File: src/rtl/acr_pkg.sv
package acr_pkg;

    // ==========================================
    // Register offsets
    localparam logic [7:0] ADDR_MODE_CTRL = 8'h00;
    localparam logic [7:0] ADDR_STATE_CTRL = 8'h04;
    localparam logic [7:0] ADDR_FAULT_CTRL = 8'h21;
    localparam logic [7:0] ADDR_CLIP_CTRL = 8'h22;
    localparam logic [7:0] ADDR_CLIP_WINDOW = 8'h23;
    localparam logic [7:0] ADDR_CLIP_FLAGS = 8'h24;
    localparam logic [7:0] ADDR_ILIM_FLAGS = 8'h25;
    localparam logic [7:0] ADDR_FILTER_CTRL = 8'h26;

    // ==========================================
    // Reset values
    localparam logic [7:0] RST_MODE_CTRL = 8'h00;
    localparam logic [7:0] RST_STATE_CTRL = 8'h00;
    localparam logic [7:0] RST_FAULT_CTRL = 8'h00;
    localparam logic [7:0] RST_CLIP_CTRL = 8'h01;
    localparam logic [7:0] RST_CLIP_WINDOW = 8'h14;
    localparam logic [7:0] RST_FLAGS = 8'h00;
    localparam logic [7:0] RST_FILTER_CTRL = 8'h40;
    localparam logic [7:0] CLIP_WINDOW_MAX = 8'h14;

    // ==========================================
    // Field positions
    localparam int MODE_PAIR12_BIT = 0;
    localparam int MODE_PAIR34_BIT = 1;
    localparam int MODE_FSW_LSB = 2;
    localparam int MODE_LINE_LSB = 4;
    localparam int FAULT_MASK_ILIM_BIT = 5;
    localparam int FAULT_CLEAR_BIT = 7;
    localparam int CLIP_EN_BIT = 0;
    localparam logic [7:0] FILTER_WMASK = 8'h07;

    // Channel states, two bits each
    typedef enum logic [1:0] {
        ACR_ST_STANDBY = 2'b00,
        ACR_ST_MUTE = 2'b01,
        ACR_ST_PLAY = 2'b11,
        ACR_ST_HIZ = 2'b10
    } acr_state_t;

    // Switching frequency choices, in multiples of the sample rate
    typedef enum logic [2:0] {
        ACR_FSW_38 = 3'h0,
        ACR_FSW_44 = 3'h1,
        ACR_FSW_48 = 3'h3,
        ACR_FSW_8 = 3'h2,
        ACR_FSW_10 = 3'h6
    } acr_fsw_t;

endpackage

File: src/rtl/acr_regs.sv
`timescale 1ns/1ps
// Overview of operation
// - Read-only clip flags at 0x24, bits 0-3 per channel, reset zero.
// - Read-only current-limit flags at 0x25, bits 0-3 per channel, upper zero.
// - Three-bit high-pass corner field at 0x26 bits 2:0, reset code 000.
// - Filter register upper five bits reset to 01000, default 0x40.
// - Read/write clip window select, reset 0x14, codes 0x00 to 0x14.
// - Switching frequency choices 38, 44, 48 fs above AM, 8 or 10 below.
// - Paralleled channels need equal states; mismatch raises a fault.
// - Parallel-bridge mode changes only take effect while in standby.
// - Load diagnostics allowed on parallel-bridge channels.
// - Per-channel line-driver mode selected in register 0x00.
// - Clip detection enabled by default via bit 0 of 0x22.
// - Current-limit events drive the warning pin unless masked.
module acr_regs #(
    parameter int NCH = 4
) (
    // Clock and reset
    input wire logic clk,
    input wire logic rst_n,
    input wire logic clk_en,
    // Register port from the serial controller
    input wire logic reg_wr,
    input wire logic reg_rd,
    input wire logic [7:0] reg_addr,
    input wire logic [7:0] reg_wdata,
    output logic [7:0] reg_rdata,
    // Channel monitors
    input wire logic [NCH-1:0] clip_event,
    input wire logic [NCH-1:0] current_limit_event,
    input wire logic diag_request,
    // Controls to the output stages
    output logic [NCH-1:0] line_driver_mode,
    output logic [1:0] parallel_bridge_mode,
    output logic [2:0] switch_freq_sel,
    output logic [2:0] highpass_corner_sel,
    output logic [7:0] clip_window_sel,
    output logic clip_detect_on,
    output logic diag_enable,
    // Status pins
    output logic warn_n,
    output logic parallel_fault
);

    // ==========================================
    // Register state
    logic [7:0] mode_r, mode_nxt;
    logic [7:0] state_r, state_nxt;
    logic [7:0] fault_r, fault_nxt;
    logic [7:0] clipc_r, clipc_nxt;
    logic [7:0] window_r, window_nxt;
    logic [7:0] filter_r, filter_nxt;
    logic [NCH-1:0] clip_r, clip_nxt;
    logic [NCH-1:0] ilim_r, ilim_nxt;
    logic [7:0] rdata_r, rdata_nxt;
    logic pfault_r, pfault_nxt;
    logic [NCH-1:0] line_mask;

    function automatic logic all_standby(input logic [7:0] st);
        all_standby = (st == {4{acr_pkg::ACR_ST_STANDBY}});
    endfunction

    function automatic logic [7:0] pad_flags(input logic [NCH-1:0] f);
        pad_flags = 8'h00;
        pad_flags[NCH-1:0] = f;
    endfunction

    // ==========================================
    // Next-state logic
    always_comb
    begin
        mode_nxt = mode_r;
        state_nxt = state_r;
        fault_nxt = fault_r;
        clipc_nxt = clipc_r;
        window_nxt = window_r;
        filter_nxt = filter_r;
        rdata_nxt = rdata_r;
        // Flags are sticky; a new event beats the clear in the same cycle
        clip_nxt = clip_r | (clip_event & {NCH{clipc_r[acr_pkg::CLIP_EN_BIT]}});
        ilim_nxt = ilim_r | current_limit_event;
        if (reg_wr)
        begin
            case (reg_addr)
                acr_pkg::ADDR_MODE_CTRL:
                begin
                    // Bridge pairing is only re-wired from standby
                    mode_nxt[7:2] = reg_wdata[7:2];
                    if (all_standby(state_r))
                    begin
                        mode_nxt[1:0] = reg_wdata[1:0];
                    end
                end
                acr_pkg::ADDR_STATE_CTRL: state_nxt = reg_wdata;
                acr_pkg::ADDR_FAULT_CTRL:
                begin
                    fault_nxt = reg_wdata & 8'h7F;
                    if (reg_wdata[acr_pkg::FAULT_CLEAR_BIT])
                    begin
                        clip_nxt = clip_event & {NCH{clipc_r[acr_pkg::CLIP_EN_BIT]}};
                        ilim_nxt = current_limit_event;
                    end
                end
                acr_pkg::ADDR_CLIP_CTRL: clipc_nxt = reg_wdata & 8'h01;
                acr_pkg::ADDR_CLIP_WINDOW:
                begin
                    // Undefined codes are dropped, keeping the window sane
                    if (reg_wdata <= acr_pkg::CLIP_WINDOW_MAX)
                    begin
                        window_nxt = reg_wdata;
                    end
                end
                acr_pkg::ADDR_FILTER_CTRL: filter_nxt = reg_wdata;
                default: ;
            endcase
        end
        if (reg_rd)
        begin
            case (reg_addr)
                acr_pkg::ADDR_MODE_CTRL: rdata_nxt = mode_r;
                acr_pkg::ADDR_STATE_CTRL: rdata_nxt = state_r;
                acr_pkg::ADDR_FAULT_CTRL: rdata_nxt = fault_r;
                acr_pkg::ADDR_CLIP_CTRL: rdata_nxt = clipc_r;
                acr_pkg::ADDR_CLIP_WINDOW: rdata_nxt = window_r;
                acr_pkg::ADDR_CLIP_FLAGS: rdata_nxt = pad_flags(clip_r);
                acr_pkg::ADDR_ILIM_FLAGS: rdata_nxt = pad_flags(ilim_r);
                acr_pkg::ADDR_FILTER_CTRL: rdata_nxt = filter_r;
                default: rdata_nxt = 8'h00;
            endcase
        end
        // Paralleled pairs must share one state
        pfault_nxt = (mode_r[acr_pkg::MODE_PAIR12_BIT] && state_r[1:0] != state_r[3:2])
            || (mode_r[acr_pkg::MODE_PAIR34_BIT] && state_r[5:4] != state_r[7:6]);
    end

    // ==========================================
    // Registers
    always_ff @(posedge clk or negedge rst_n)
    begin
        if (!rst_n)
        begin
            mode_r <= acr_pkg::RST_MODE_CTRL;
            state_r <= acr_pkg::RST_STATE_CTRL;
            fault_r <= acr_pkg::RST_FAULT_CTRL;
            clipc_r <= acr_pkg::RST_CLIP_CTRL;
            window_r <= acr_pkg::RST_CLIP_WINDOW;
            filter_r <= acr_pkg::RST_FILTER_CTRL;
            clip_r <= '0;
            ilim_r <= '0;
            rdata_r <= acr_pkg::RST_FLAGS;
            pfault_r <= 1'b0;
        end
        else if (clk_en)
        begin
            mode_r <= mode_nxt;
            state_r <= state_nxt;
            fault_r <= fault_nxt;
            clipc_r <= clipc_nxt;
            window_r <= window_nxt;
            filter_r <= filter_nxt;
            clip_r <= clip_nxt;
            ilim_r <= ilim_nxt;
            rdata_r <= rdata_nxt;
            pfault_r <= pfault_nxt;
        end
    end

    // ==========================================
    // Outputs
    assign line_mask = mode_r[acr_pkg::MODE_LINE_LSB +: NCH];
    assign line_driver_mode = line_mask;
    assign parallel_bridge_mode = mode_r[1:0];
    assign switch_freq_sel = {mode_r[7] & mode_r[3], mode_r[3:2]};
    assign highpass_corner_sel = filter_r[2:0];
    assign clip_window_sel = window_r;
    assign clip_detect_on = clipc_r[acr_pkg::CLIP_EN_BIT];
    // Diagnostics run from standby whatever the bridge pairing
    assign diag_enable = diag_request && all_standby(state_r);
    assign warn_n = ~((|ilim_r) && !fault_r[acr_pkg::FAULT_MASK_ILIM_BIT]);
    assign parallel_fault = pfault_r;
    assign reg_rdata = rdata_r;

    // ==========================================
    // Checks
    AST_FILTER_RESET: assert property (@(posedge clk)
        $rose(rst_n) |-> filter_r == acr_pkg::RST_FILTER_CTRL)
        else $error("filter default wrong");
    AST_CLIP_STICKY: assert property (@(posedge clk) disable iff (!rst_n)
        clk_en && clip_event[0] && clipc_r[acr_pkg::CLIP_EN_BIT] |=> clip_r[0])
        else $error("clip flag not set");
    AST_ILIM_STICKY: assert property (@(posedge clk) disable iff (!rst_n)
        clk_en && current_limit_event[1] |=> ilim_r[1])
        else $error("current limit flag not set");
    AST_FLAG_RO: assert property (@(posedge clk) disable iff (!rst_n)
        clk_en && reg_wr && reg_addr == acr_pkg::ADDR_CLIP_FLAGS && clip_event == '0
        |=> clip_r == $past(clip_r))
        else $error("clip flags changed by a write");
    AST_HPF_WRITE: assert property (@(posedge clk) disable iff (!rst_n)
        clk_en && reg_wr && reg_addr == acr_pkg::ADDR_FILTER_CTRL
        |=> highpass_corner_sel == $past(reg_wdata[2:0]))
        else $error("corner not written");
    AST_WINDOW_RANGE: assert property (@(posedge clk) disable iff (!rst_n)
        window_r <= acr_pkg::CLIP_WINDOW_MAX)
        else $error("clip window out of range");
    AST_PAR_FAULT: assert property (@(posedge clk) disable iff (!rst_n)
        clk_en && mode_r[acr_pkg::MODE_PAIR12_BIT] && state_r[1:0] != state_r[3:2]
        |=> parallel_fault)
        else $error("parallel fault missing");
    AST_PAR_FAULT34: assert property (@(posedge clk) disable iff (!rst_n)
        clk_en && mode_r[acr_pkg::MODE_PAIR34_BIT] && state_r[5:4] != state_r[7:6]
        |=> parallel_fault)
        else $error("second pair fault missing");
    AST_NO_FALSE_FAULT: assert property (@(posedge clk) disable iff (!rst_n)
        clk_en && mode_r[1:0] == 2'b00 |=> !parallel_fault)
        else $error("fault raised with no pairing");
    AST_PAIR_STANDBY: assert property (@(posedge clk) disable iff (!rst_n)
        !all_standby(state_r) |=> $stable(mode_r[1:0]) || !$past(clk_en))
        else $error("bridge mode changed outside standby");
    AST_WARN_MASK: assert property (@(posedge clk) disable iff (!rst_n)
        fault_r[acr_pkg::FAULT_MASK_ILIM_BIT] |-> warn_n)
        else $error("masked warning reached pin");
    AST_CLIP_OFF: assert property (@(posedge clk) disable iff (!rst_n)
        clk_en && !clipc_r[acr_pkg::CLIP_EN_BIT] && !clip_r[2] |=> !clip_r[2])
        else $error("clip flag set while disabled");
    AST_RSVD_ZERO: assert property (@(posedge clk) disable iff (!rst_n)
        $past(reg_rd && clk_en && reg_addr == acr_pkg::ADDR_ILIM_FLAGS) |-> reg_rdata[7:4] == 4'h0)
        else $error("reserved bits not zero");
    AST_RSVD_ZERO_CLIP: assert property (@(posedge clk) disable iff (!rst_n)
        $past(reg_rd && clk_en && reg_addr == acr_pkg::ADDR_CLIP_FLAGS) |-> reg_rdata[7:4] == 4'h0)
        else $error("reserved clip bits not zero");

endmodule

File: config.mk
export PLATFORM = sky130hd
export DESIGN_NAME = acr_regs
export DESIGN_NICKNAME = d
export VERILOG_FILES = /design/src/rtl/acr_pkg.sv /design/src/rtl/acr_regs.sv
export SDC_FILE = /design/constraint.sdc
export NUM_CORES = 1
export LEC_CHECK = 0
export ABC_AREA = 1
export BUFFER_PORTS_ARGS = -buffer_cell sky130_fd_sc_hd__buf_2
export CORE_MARGIN = 4
export CORE_UTILIZATION = 59
export DETAILED_ROUTE_END_ITERATION = 10
export PLACE_DENSITY = 0.85
export SLEW_MARGIN = 20
export SYNTH_ARGS = -nofsm -noshare
export SYNTH_HDL_FRONTEND = slang
export SYNTH_SLANG_ARGS = --single-unit
File: constraint.sdc
create_clock -name clk -period 3 [get_ports clk]
set_input_delay 0.75 -clock clk [delete_from_list [all_inputs] [get_ports clk]]
set_output_delay 0.75 -clock clk [all_outputs]
set_load 0.03 [all_outputs]
==> flow_summary.toml, run 1 <==
[run_status]
status = "complete, no violations"

[final_layout]
fillers = 384
final_cell_area_um2 = 3548
layout-area-overhead-vs-synth_pct = 17.29
final-instance-count-excl-fill = 495
multi_input_area_um2 = 1333
antennaDiodeCount = 0
drive_gt1_share_pct = 26.87
regArea_um2 = 1431
num-nets-final = 453

[clocking]
cts_inserted_buffers = 9
clock_insertion_delay_worst_skew_ns = 0.34
numClockSinks = 57
path_clk_slew_ns = 0.06
cts_post_setup_buffers_inserted = 0
hold_buffers_post_cts = 0
cts_resized = 0
clock_tree_from_tritoncts = "yes"
cts_buffer_depth = 2
cts.htree.levels = 3
cts_root_buffer = "sky130_fd_sc_hd__clkbuf_8"

[routing]
drt_pre_antenna_iters = 4
1st_iter_drt_viols = 217
drc = 0
routed_via_count = 2701
wire_per_inst_um = 15.22
drt_total_wl_um = 7535
route.detailed.vias_per_inst = 5.457
drtAntennaViolNets = 0

[synthesis]
synthesis.yosys.warnings = 0
post_synth_instance_area_um2 = 3025
library_cell_with_the_highest_instance_count_after_synthesis = "sky130_fd_sc_hd__nand2_1"
synth-main-ff-cell = "sky130_fd_sc_hd__dfrtp_1"
synthDominantAreaCellType = "sky130_fd_sc_hd__dfrtp_1"
post_synth_edffs = 0
synth_largest_type_area_fraction_pct = 43.84
post_synth_most_frequent_cells = "sky130_fd_sc_hd__nand2_1 (110), sky130_fd_sc_hd__dfrtp_1 (53), sky130_fd_sc_hd__nand3_1 (35)"
mean_cell_area_of_the_mapped_netlist_um2 = 8.334
post_synth_num_cell_types = 33
ys_ff_latch = 57
yosysSeqAreaShare_pct = 47.31
synth_async_sr_flop_share_pct = 100.0
postSynthNetCount = 393
synthCells = 363
synthTopCellsByArea = "sky130_fd_sc_hd__dfrtp_1 (44%), sky130_fd_sc_hd__nand2_1 (14%), sky130_fd_sc_hd__nand3_1 (5.8%), sky130_fd_sc_hd__o21ai_0 (5.0%), sky130_fd_sc_hd__dfstp_2 (3.5%)"

[global_route]
number_of_global_route_vias_before_repair = 2723
overflow = 0
grt_start_max_net_pins = 58
grt.total_usage_pct = 26.82
grt_pass1_wl_um = 13050
antenna_found_initial = 0

[power_and_ir_drop]
pwr_density_cell_nw_per_um2 = 537.0
cellLeakagePower_nw = 1.911
power_frac_seq_pct = 42.8
design_internal_power_mw = 1.462
ir_drop_v = 0.0003477
proportion_of_power_drawn_by_combinational_gates_pct = 8.2
report.power.total_mw = 1.905
power_switching_share_pct = 23.28
proportion_of_power_drawn_by_the_clock_network_pct = 49.0
total_switching_power_uw = 443.6

[timing]
fin_skew_ns = 0.005908
setup-violations-final = 0
grt_setup_unrepaired = "no"
timing_hold_violations_final = 0
final.period_utilization_pct = 72.86
timing_worst_slew_pin_value_ns = 0.7250
fin_setup_tns_ns = 0
report.final.slew_viol_count = 0
finalWorstPathRequiredPeriod_ns = 2.186
max_clock_freq_ghz = 0.4575
max_slew_margin_pct = 51.66

[worst_setup_path]
critical_path_peak_fanout = 4
critical_path_arrival_ns = 1.44
worstReg2RegEnd = "mode_r[1]$_DFFE_PN0P_"
crit_family = "simple AND/OR/NAND/NOR gates"
worstReg2RegStart = "state_r[7]$_DFFE_PN0P_"
worst_setup_path_start_kind = "flop"
crit_path_end_kind = "primary output"
ff2ff_setup_slack_ns = 1.74
startpoint_to_endpoint_class_of_the_critical_path = "flop to primary output"
critPathBufInv = 1
critPathMaxStageDelay_ns = 0.41
timing.critical_path.slowest_stage_cell = "sky130_fd_sc_hd__dfrtp_1"
ff2ff_path_depth = 6
worstPathCellList = "nor2_1 -> nand2_1 -> nor3b_1 -> buf_2"
worst_ep_required_time_ns = 2.25

[floorplanning]
die_outline_height_um = 79.61
floorplan.initialDensity_pct = 62.40
core_region_area_um2 = 4848
die_w_um = 79.61
boundaryPins = 62
placementRows = 25
dieArea_um2 = 6338

[place]
place.detailed.hpwl_um = 5397
placed_area_um2 = 3286
dp_cells = 479
port-buffer-count = 61
weighted_congestion_reported_at_the_end_of_routability_driven_placement = 0.8788

[worst_hold_path]
min_from = "reg_rdata[1]$_DFFE_PN0P_"
worst_hold_path_cell_count = 2
holdPathEnd = "reg_rdata[1]$_DFFE_PN0P_"
hold_path_class = "flop to flop"

[flow_run]
maxCapViolCount = 0
==> through the flow <==
step	util (%)	hold slack [ns]	setup slack (ns)
after floorplan	-	0.4471	0.7422
after global placement	67.77	0.4610	0.8675
after detailed placement	67.77	0.4597	0.8047
after CTS	73.19	0.4777	0.8200
after global routing	73.19	0.5138	0.6470
final	73.19	0.4821	0.8141
==> metal layers <==
layer	track usage, %	up-vias	routed length [um]
li1	-	1303	-
met1	34.57	1274	3092
met2	42.07	103	3671
met3	7.223	21	537
met4	12.37	0	233
met5	0	-	0
==> worst max path at each step <==
stage,startpoint,end,depth (start not counted)
3_5_place_dp,reg_addr[7],clip_window_sel[0]$_DFFE_PN0P_,10
4_1_cts,state_r[7]$_DFFE_PN0P_,diag_enable,4
3_3_place_gp,reg_addr[6],ilim_r[3]$_DFFE_PN0P_,7
6_report,state_r[7]$_DFFE_PN0P_,diag_enable,4
2_1_floorplan,ilim_r[2]$_DFFE_PN0P_,warn_n,1
5_1_grt,state_r[6]$_DFFE_PN0P_,diag_enable,4
==> power groups by stage <==
stage / registers [mW] / clock network, mW / logic [mW]
finish: 0.816 / 0.934 / 0.155
global route: 0.818 / 0.988 / 0.174
CTS: 0.816 / 0.945 / 0.156
detailed placement: 0.829 / 0 / 0.155
global placement: 0.828 / 0 / 0.152
floorplan: 0.834 / 0 / 0.0860
==> cell families (layout without fill, tap and decap cells) <==
group                  count (synthesis)  in the layout  share of synthesized area [%]
buffers and inverters                 45            110                          8.643
AO/OA/AOI/OAI                         66             66                          12.74
AND/OR/NAND/NOR                      195            195                          31.31
flip-flops                            57             57                          47.31
==> layout by cell type, fill, tap and decap left out, drive strengths merged <==
cell type  Yosys  routed
a21boi         1       1
a21oi          2       2
and3           1       1
buf           12      63
bufinv         0       3
clkbuf         2      12
clkinv         1       1
clkinvlp       0       1
dfrtp         53      53
dfstp          4       4
inv           30      30
nand2        117     117
nand3         42      42
nor2          33      33
nor3b          1       1
nor4           1       1
o211ai         2       2
o21a           8       8
o21ai         49      49
o22ai          2       2
o31ai          1       1
o41ai          1       1
==> area by class of cell <==
class                      count  area share, %
clock buffer                  12          4.654
clock inverter                 4          2.750
inverter                      31          3.315
multi-input combinational    261          37.55
sequential                    57          40.34
tap                           67          2.362
timing repair buffer          63          9.027
==> worst min-delay path, stage by stage (launching register included) <==
cell and delay (ns):
sky130_fd_sc_hd__dfrtp_1 0.34, sky130_fd_sc_hd__nand2_1 0.05, sky130_fd_sc_hd__nand2_1 0.05
==> registers in the layout, indices dropped and copies added (netlist names) <==
register / cells
ilim_r: 4
fault_r: 7
parallel_fault: 1
mode_r: 8
reg_rdata: 8
clip_window_sel: 8
state_r: 8
filter_r: 8
clip_r: 4
clipc_r: 1
Power figures use the tool's default switching activity.
==> inputs of run 2 (changes only) <==
- CORE_UTILIZATION: 59 -> 55
- PLACE_DENSITY: 0.85 -> 0.8
- clock period: 3 -> 2.1 ns (I/O delays scaled with it)
==> run 2 against run 1 <==
- global-route usage fell by 2.1 points
- power up 21%
- clock power is 2.2% lower
- final cell count up 1.6%
- sequential share of layout area rose by 0.26 points
- critical path type unchanged
- largest cell class unchanged
==> flow_summary.toml, run 2 (same netlist as run 1, synthesis figures left out) <==
[run_status]
status = "complete, no violations"

[routing]
wire_per_inst_um = 14.81
top_layer = "met4"
routed-wl-met3_um = 507
drc = 0
dr_wl_met2_um = 3500
drt_total_wl_um = 7449
drt_pre_antenna_iters = 6
routed_via_count = 2689
route.detailed.vias_per_inst = 5.346
drtAntennaViolNets = 0
wl_met1_um = 3302
1st_iter_drt_viols = 267

[final_layout]
final_design_utilization_pct = 67.74
final_cell_area_um2 = 3526
final-instance-count-excl-fill = 503
leading_cell_type_in_the_layout_fill_and_taps_excluded = "sky130_fd_sc_hd__nand2_1"
leading_cell_types_in_the_layout_fill_and_taps_excluded = "sky130_fd_sc_hd__nand2_1 (110), sky130_fd_sc_hd__buf_2 (61), sky130_fd_sc_hd__dfrtp_1 (53), sky130_fd_sc_hd__nand3_1 (35), sky130_fd_sc_hd__o21ai_0 (30)"
drive_gt1_share_pct = 27.25
num-nets-final = 458
antennaDiodeCount = 0
layout-area-overhead-vs-synth_pct = 16.54

[clocking]
path_clk_slew_ns = 0.07
cts.htree.levels = 3
numClockSinks = 57
cts_inserted_buffers = 9
cts_buffer_depth = 2
cts_resized = 0
hold_buffers_post_cts = 0
cts_root_buffer = "sky130_fd_sc_hd__clkbuf_8"
clock_tree_from_tritoncts = "yes"
clock_insertion_delay_worst_skew_ns = 0.33
cts_post_setup_buffers_inserted = 0

[worst_setup_path]
ff2ff_setup_slack_ns = 0.85
first_element_of_the_critical_path = "state_r[4]$_DFFE_PN0P_"
ff2ff_path_depth = 6
worst_ep_required_time_ns = 1.57
critical_path_peak_fanout = 4
worstReg2RegEnd = "mode_r[1]$_DFFE_PN0P_"
critical_path_arrival_ns = 1.42
worst_setup_path_start_kind = "flop"
startpoint_to_endpoint_class_of_the_critical_path = "flop to primary output"
crit_path_end_kind = "primary output"
worstReg2RegStart = "state_r[4]$_DFFE_PN0P_"

[timing]
fin_skew_ns = 0.004494
finalWorstPathRequiredPeriod_ns = 1.946
grt_setup_unrepaired = "no"
max_clock_freq_ghz = 0.5138
final.period_utilization_pct = 92.69
hold_ws_ns = 0.1350
timing_hold_violations_final = 0
setup-violations-final = 0
max_slew_margin_pct = 68.77
timing_worst_slew_pin_value_ns = 0.4685
report.final.slew_viol_count = 0
fin_setup_tns_ns = 0
timing.final.ws_setup_ns = 0.1536

[power_and_ir_drop]
cellLeakagePower_nw = 1.907
ir_drop_v = 0.0004387
power_switching_share_pct = 26.50
pwr_density_cell_nw_per_um2 = 655.9
proportion_of_power_drawn_by_combinational_gates_pct = 10.2
total_switching_power_uw = 612.9
report.power.total_mw = 2.313
proportion_of_power_drawn_by_the_clock_network_pct = 39.5
design_internal_power_mw = 1.700
power_frac_seq_pct = 50.4

[global_route]
overflow = 0
grt_start_max_net_pins = 40
number_of_global_route_vias_before_repair = 2568
grt_pass1_wl_um = 12490
antenna_found_initial = 0
grt.total_usage_pct = 24.67

[floorplanning]
floorplan.initialDensity_pct = 58.13
dieArea_um2 = 6751
boundaryPins = 62
core_region_area_um2 = 5205
placementRows = 26
die_outline_height_um = 82.17
die_w_um = 82.17

[place]
weighted_congestion_reported_at_the_end_of_routability_driven_placement = 0.8647
place.detailed.hpwl_um = 5477
place_worst_setup_slack_ns = 0.2566
placed_area_um2 = 3352
dp_cells = 487
port-buffer-count = 61

[worst_hold_path]
hold_path_class = "primary input to async pin"

[flow_run]
maxCapViolCount = 0
-- run 2: changes by cell type in the layout (fill, tap and decap cells not counted), sizes merged --
cell | before | now
buf | 63 | 68
bufinv | 3 | 0
clkbuf | 12 | 13
clkinv | 1 | 4
clkinvlp | 1 | 0
-- run 2: critical path, stage by stage (launching register included) --
cell	delay, ns
sky130_fd_sc_hd__dfrtp_1	0.41
sky130_fd_sc_hd__nor2_1	0.15
sky130_fd_sc_hd__nand2_1	0.11
sky130_fd_sc_hd__nor3b_1	0.19
sky130_fd_sc_hd__buf_2	0.22
-- run 2: how the worst max path moves through the flow --
stage | to | slack [ns] | cells past startpoint
global route | diag_enable | 0.01 | 4
global placement | ilim_r[3]$_DFFE_PN0P_ | 0.30 | 7
finish | diag_enable | 0.15 | 4
CTS | diag_enable | 0.14 | 4
detailed placement | ilim_r[3]$_DFFE_PN0P_ | 0.26 | 7
floorplan | warn_n | 0.07 | 1
-- run 2: layout make-up --
class / count / area (um2)
Sequential cell: 57 / 1431
Clock inverter: 3 / 15.01
Clock buffer: 13 / 158.9
Multi-Input combinational cell: 261 / 1333
Tap cell: 70 / 87.58
Fill cell: 448 / 1679
Inverter: 31 / 117.6
Timing Repair Buffer: 68 / 382.9
-- run 2: routing by layer --
metal | up-vias | GRT usage (%)
li1 | 1306 | -
met4 | 0 | 10.47
met2 | 109 | 39.90
met3 | 13 | 3.796
met5 | - | 0
met1 | 1261 | 33.10
-- run 2: power groups by stage --
stage | combinational (mW) | sequential, mW | clock, mW
4_1_cts | 0.238 | 1.16 | 0.919
5_1_grt | 0.260 | 1.17 | 0.989
3_3_place_gp | 0.229 | 1.18 | 0
2_1_floorplan | 0.123 | 1.19 | 0
6_report | 0.235 | 1.16 | 0.913
3_5_place_dp | 0.235 | 1.18 | 0
==> inputs of run 3 (changes only) <==
- MAX_ROUTING_LAYER: default -> met4
==> run 3 against run 2 <==
- worst setup slack worse by 0.0056 ns
- utilization stayed put
- first-iteration DRC count is 4.1% higher
- sequential power hardly changed
- fmax is 0.29% lower
- power hardly changed
- global-route usage is 0.78 points higher
- final cell count stayed put
==> flow_summary.toml, run 3 (same netlist as run 1, synthesis figures left out) <==
[place]
place.detailed.hpwl_um = 5477
port-buffer-count = 61
dp_cells = 487
weighted_congestion_reported_at_the_end_of_routability_driven_placement = 0.8787

[global_route]
met3_track_demand_over_resource_in_global_routing_pct = 4.121
use_met1_pct = 32.96
grt_pass1_wl_um = 12480
grt.total_usage_pct = 25.45
grt_start_max_net_pins = 40
overflow = 0
grt_most_used_layer = "met2"
antenna_found_initial = 0
number_of_global_route_vias_before_repair = 2566
gr_util_met2_pct = 40.06

[floorplanning]
die_outline_height_um = 82.17
boundaryPins = 62
placementRows = 26
die_w_um = 82.17
dieArea_um2 = 6751
core_region_area_um2 = 5205
floorplan.initialDensity_pct = 58.13

[timing]
setup-violations-final = 0
timing_worst_slew_pin_value_ns = 0.4665
max_clock_freq_ghz = 0.5123
report.final.slew_viol_count = 0
max_slew_margin_pct = 68.90
grt_setup_unrepaired = "no"
final.period_utilization_pct = 92.95
fin_setup_tns_ns = 0
finalWorstPathRequiredPeriod_ns = 1.952
timing_hold_violations_final = 0
fin_skew_ns = 0.005060

[worst_setup_path]
crit_path_end_kind = "primary output"
startpoint_to_endpoint_class_of_the_critical_path = "flop to primary output"
worst_ep_required_time_ns = 1.57
critical_path_arrival_ns = 1.43
critical_path_peak_fanout = 4
ff2ff_setup_slack_ns = 0.84
worst_setup_path_start_kind = "flop"

[power_and_ir_drop]
total_switching_power_uw = 611.9
design_internal_power_mw = 1.700
ir_drop_v = 0.0004390
power_frac_seq_pct = 50.4
pwr_density_cell_nw_per_um2 = 655.6
cellLeakagePower_nw = 1.907
proportion_of_power_drawn_by_combinational_gates_pct = 10.2
power_switching_share_pct = 26.47
proportion_of_power_drawn_by_the_clock_network_pct = 39.4

[routing]
1st_iter_drt_viols = 278
drt_total_wl_um = 7439
wire_per_inst_um = 14.79
routed_via_count = 2725
drt_pre_antenna_iters = 5
drc = 0
drtAntennaViolNets = 0
route.detailed.vias_per_inst = 5.417

[clocking]
cts_buffer_depth = 2
cts_inserted_buffers = 9
cts_root_buffer = "sky130_fd_sc_hd__clkbuf_8"
cts_resized = 0
hold_buffers_post_cts = 0
cts_post_setup_buffers_inserted = 0
numClockSinks = 57
clock_insertion_delay_worst_skew_ns = 0.33
clock_tree_from_tritoncts = "yes"
path_clk_slew_ns = 0.06
cts.htree.levels = 3

[final_layout]
final-instance-count-excl-fill = 503
antennaDiodeCount = 0
leading_cell_type_in_the_layout_fill_and_taps_excluded = "sky130_fd_sc_hd__nand2_1"
regArea_um2 = 1431
multi_input_area_um2 = 1333
num-nets-final = 458
fillers = 448
layout-area-overhead-vs-synth_pct = 16.54
leading_cell_types_in_the_layout_fill_and_taps_excluded = "sky130_fd_sc_hd__nand2_1 (110), sky130_fd_sc_hd__buf_2 (61), sky130_fd_sc_hd__dfrtp_1 (53), sky130_fd_sc_hd__nand3_1 (35), sky130_fd_sc_hd__o21ai_0 (30)"
drive_gt1_share_pct = 27.25

[run_status]
status = "complete, no violations"

[flow_run]
maxCapViolCount = 0

[worst_hold_path]
hold_path_class = "primary input to async pin"
==> run 3: cell counts in the layout (fill, tap and decap cells not counted) <==
No cell type changed its count.
==> run 3: stage by stage <==
step	instance area [um2]	power, mW	setup WS [ns]	hold WS [ns]	utilization [%]
2_1_floorplan	3025	1.314	0.06717	0.2294	-
3_3_place_gp	3352	1.412	0.2985	0.4612	64.40
3_5_place_dp	3352	1.419	0.2566	0.4595	64.40
4_1_cts	3526	2.320	0.1441	0.1585	67.74
5_1_grt	3526	2.419	0.01225	0.1647	67.74
6_report	3526	2.312	0.1480	0.1384	67.74
==> run 3: final timing paths <==
check	to	cells past startpoint	from
max in group asynchronous	clip_window_sel[4]$_DFFE_PN1P_	2	rst_n
hold / removal	clip_r[0]$_DFFE_PN0P_	1	rst_n
min in group clk	clip_r[2]$_DFFE_PN0P_	3	clip_event[2]
setup / recovery	diag_enable	4	state_r[4]$_DFFE_PN0P_
setup reg to reg	mode_r[1]$_DFFE_PN0P_	6	state_r[4]$_DFFE_PN0P_
hold reg to reg	reg_rdata[3]$_DFFE_PN0P_	2	reg_rdata[3]$_DFFE_PN0P_
==> run 3: metal layers <==
layer,part of all wire (%),wire [um]
met1,44,3261
met2,47,3493
met3,7.2,537
met4,2.0,146
met5,0,0
==> run 3: final cells by class <==
class,count,share of cell area (%)
multi-input cells,261,37.79
inverters,31,3.336
repair buffers,68,10.86
flip-flops and latches,57,40.60
clock buffers,13,4.507
well taps,70,2.484
clock inverters,3,0.4258
==> run 3: worst max-delay path, cell delays in order, from the launching register on <==
cell,delay (ns)
sky130_fd_sc_hd__dfrtp_1,0.41
sky130_fd_sc_hd__nor2_1,0.15
sky130_fd_sc_hd__nand2_1,0.11
sky130_fd_sc_hd__nor3b_1,0.20
sky130_fd_sc_hd__buf_2,0.22
==> run 3: power by group through the flow <==
stage	logic (mW)	registers (mW)	clock network (mW)
6_report	0.235	1.16	0.912
4_1_cts	0.238	1.16	0.919
3_5_place_dp	0.235	1.18	0
2_1_floorplan	0.123	1.19	0
3_3_place_gp	0.229	1.18	0
5_1_grt	0.260	1.17	0.991
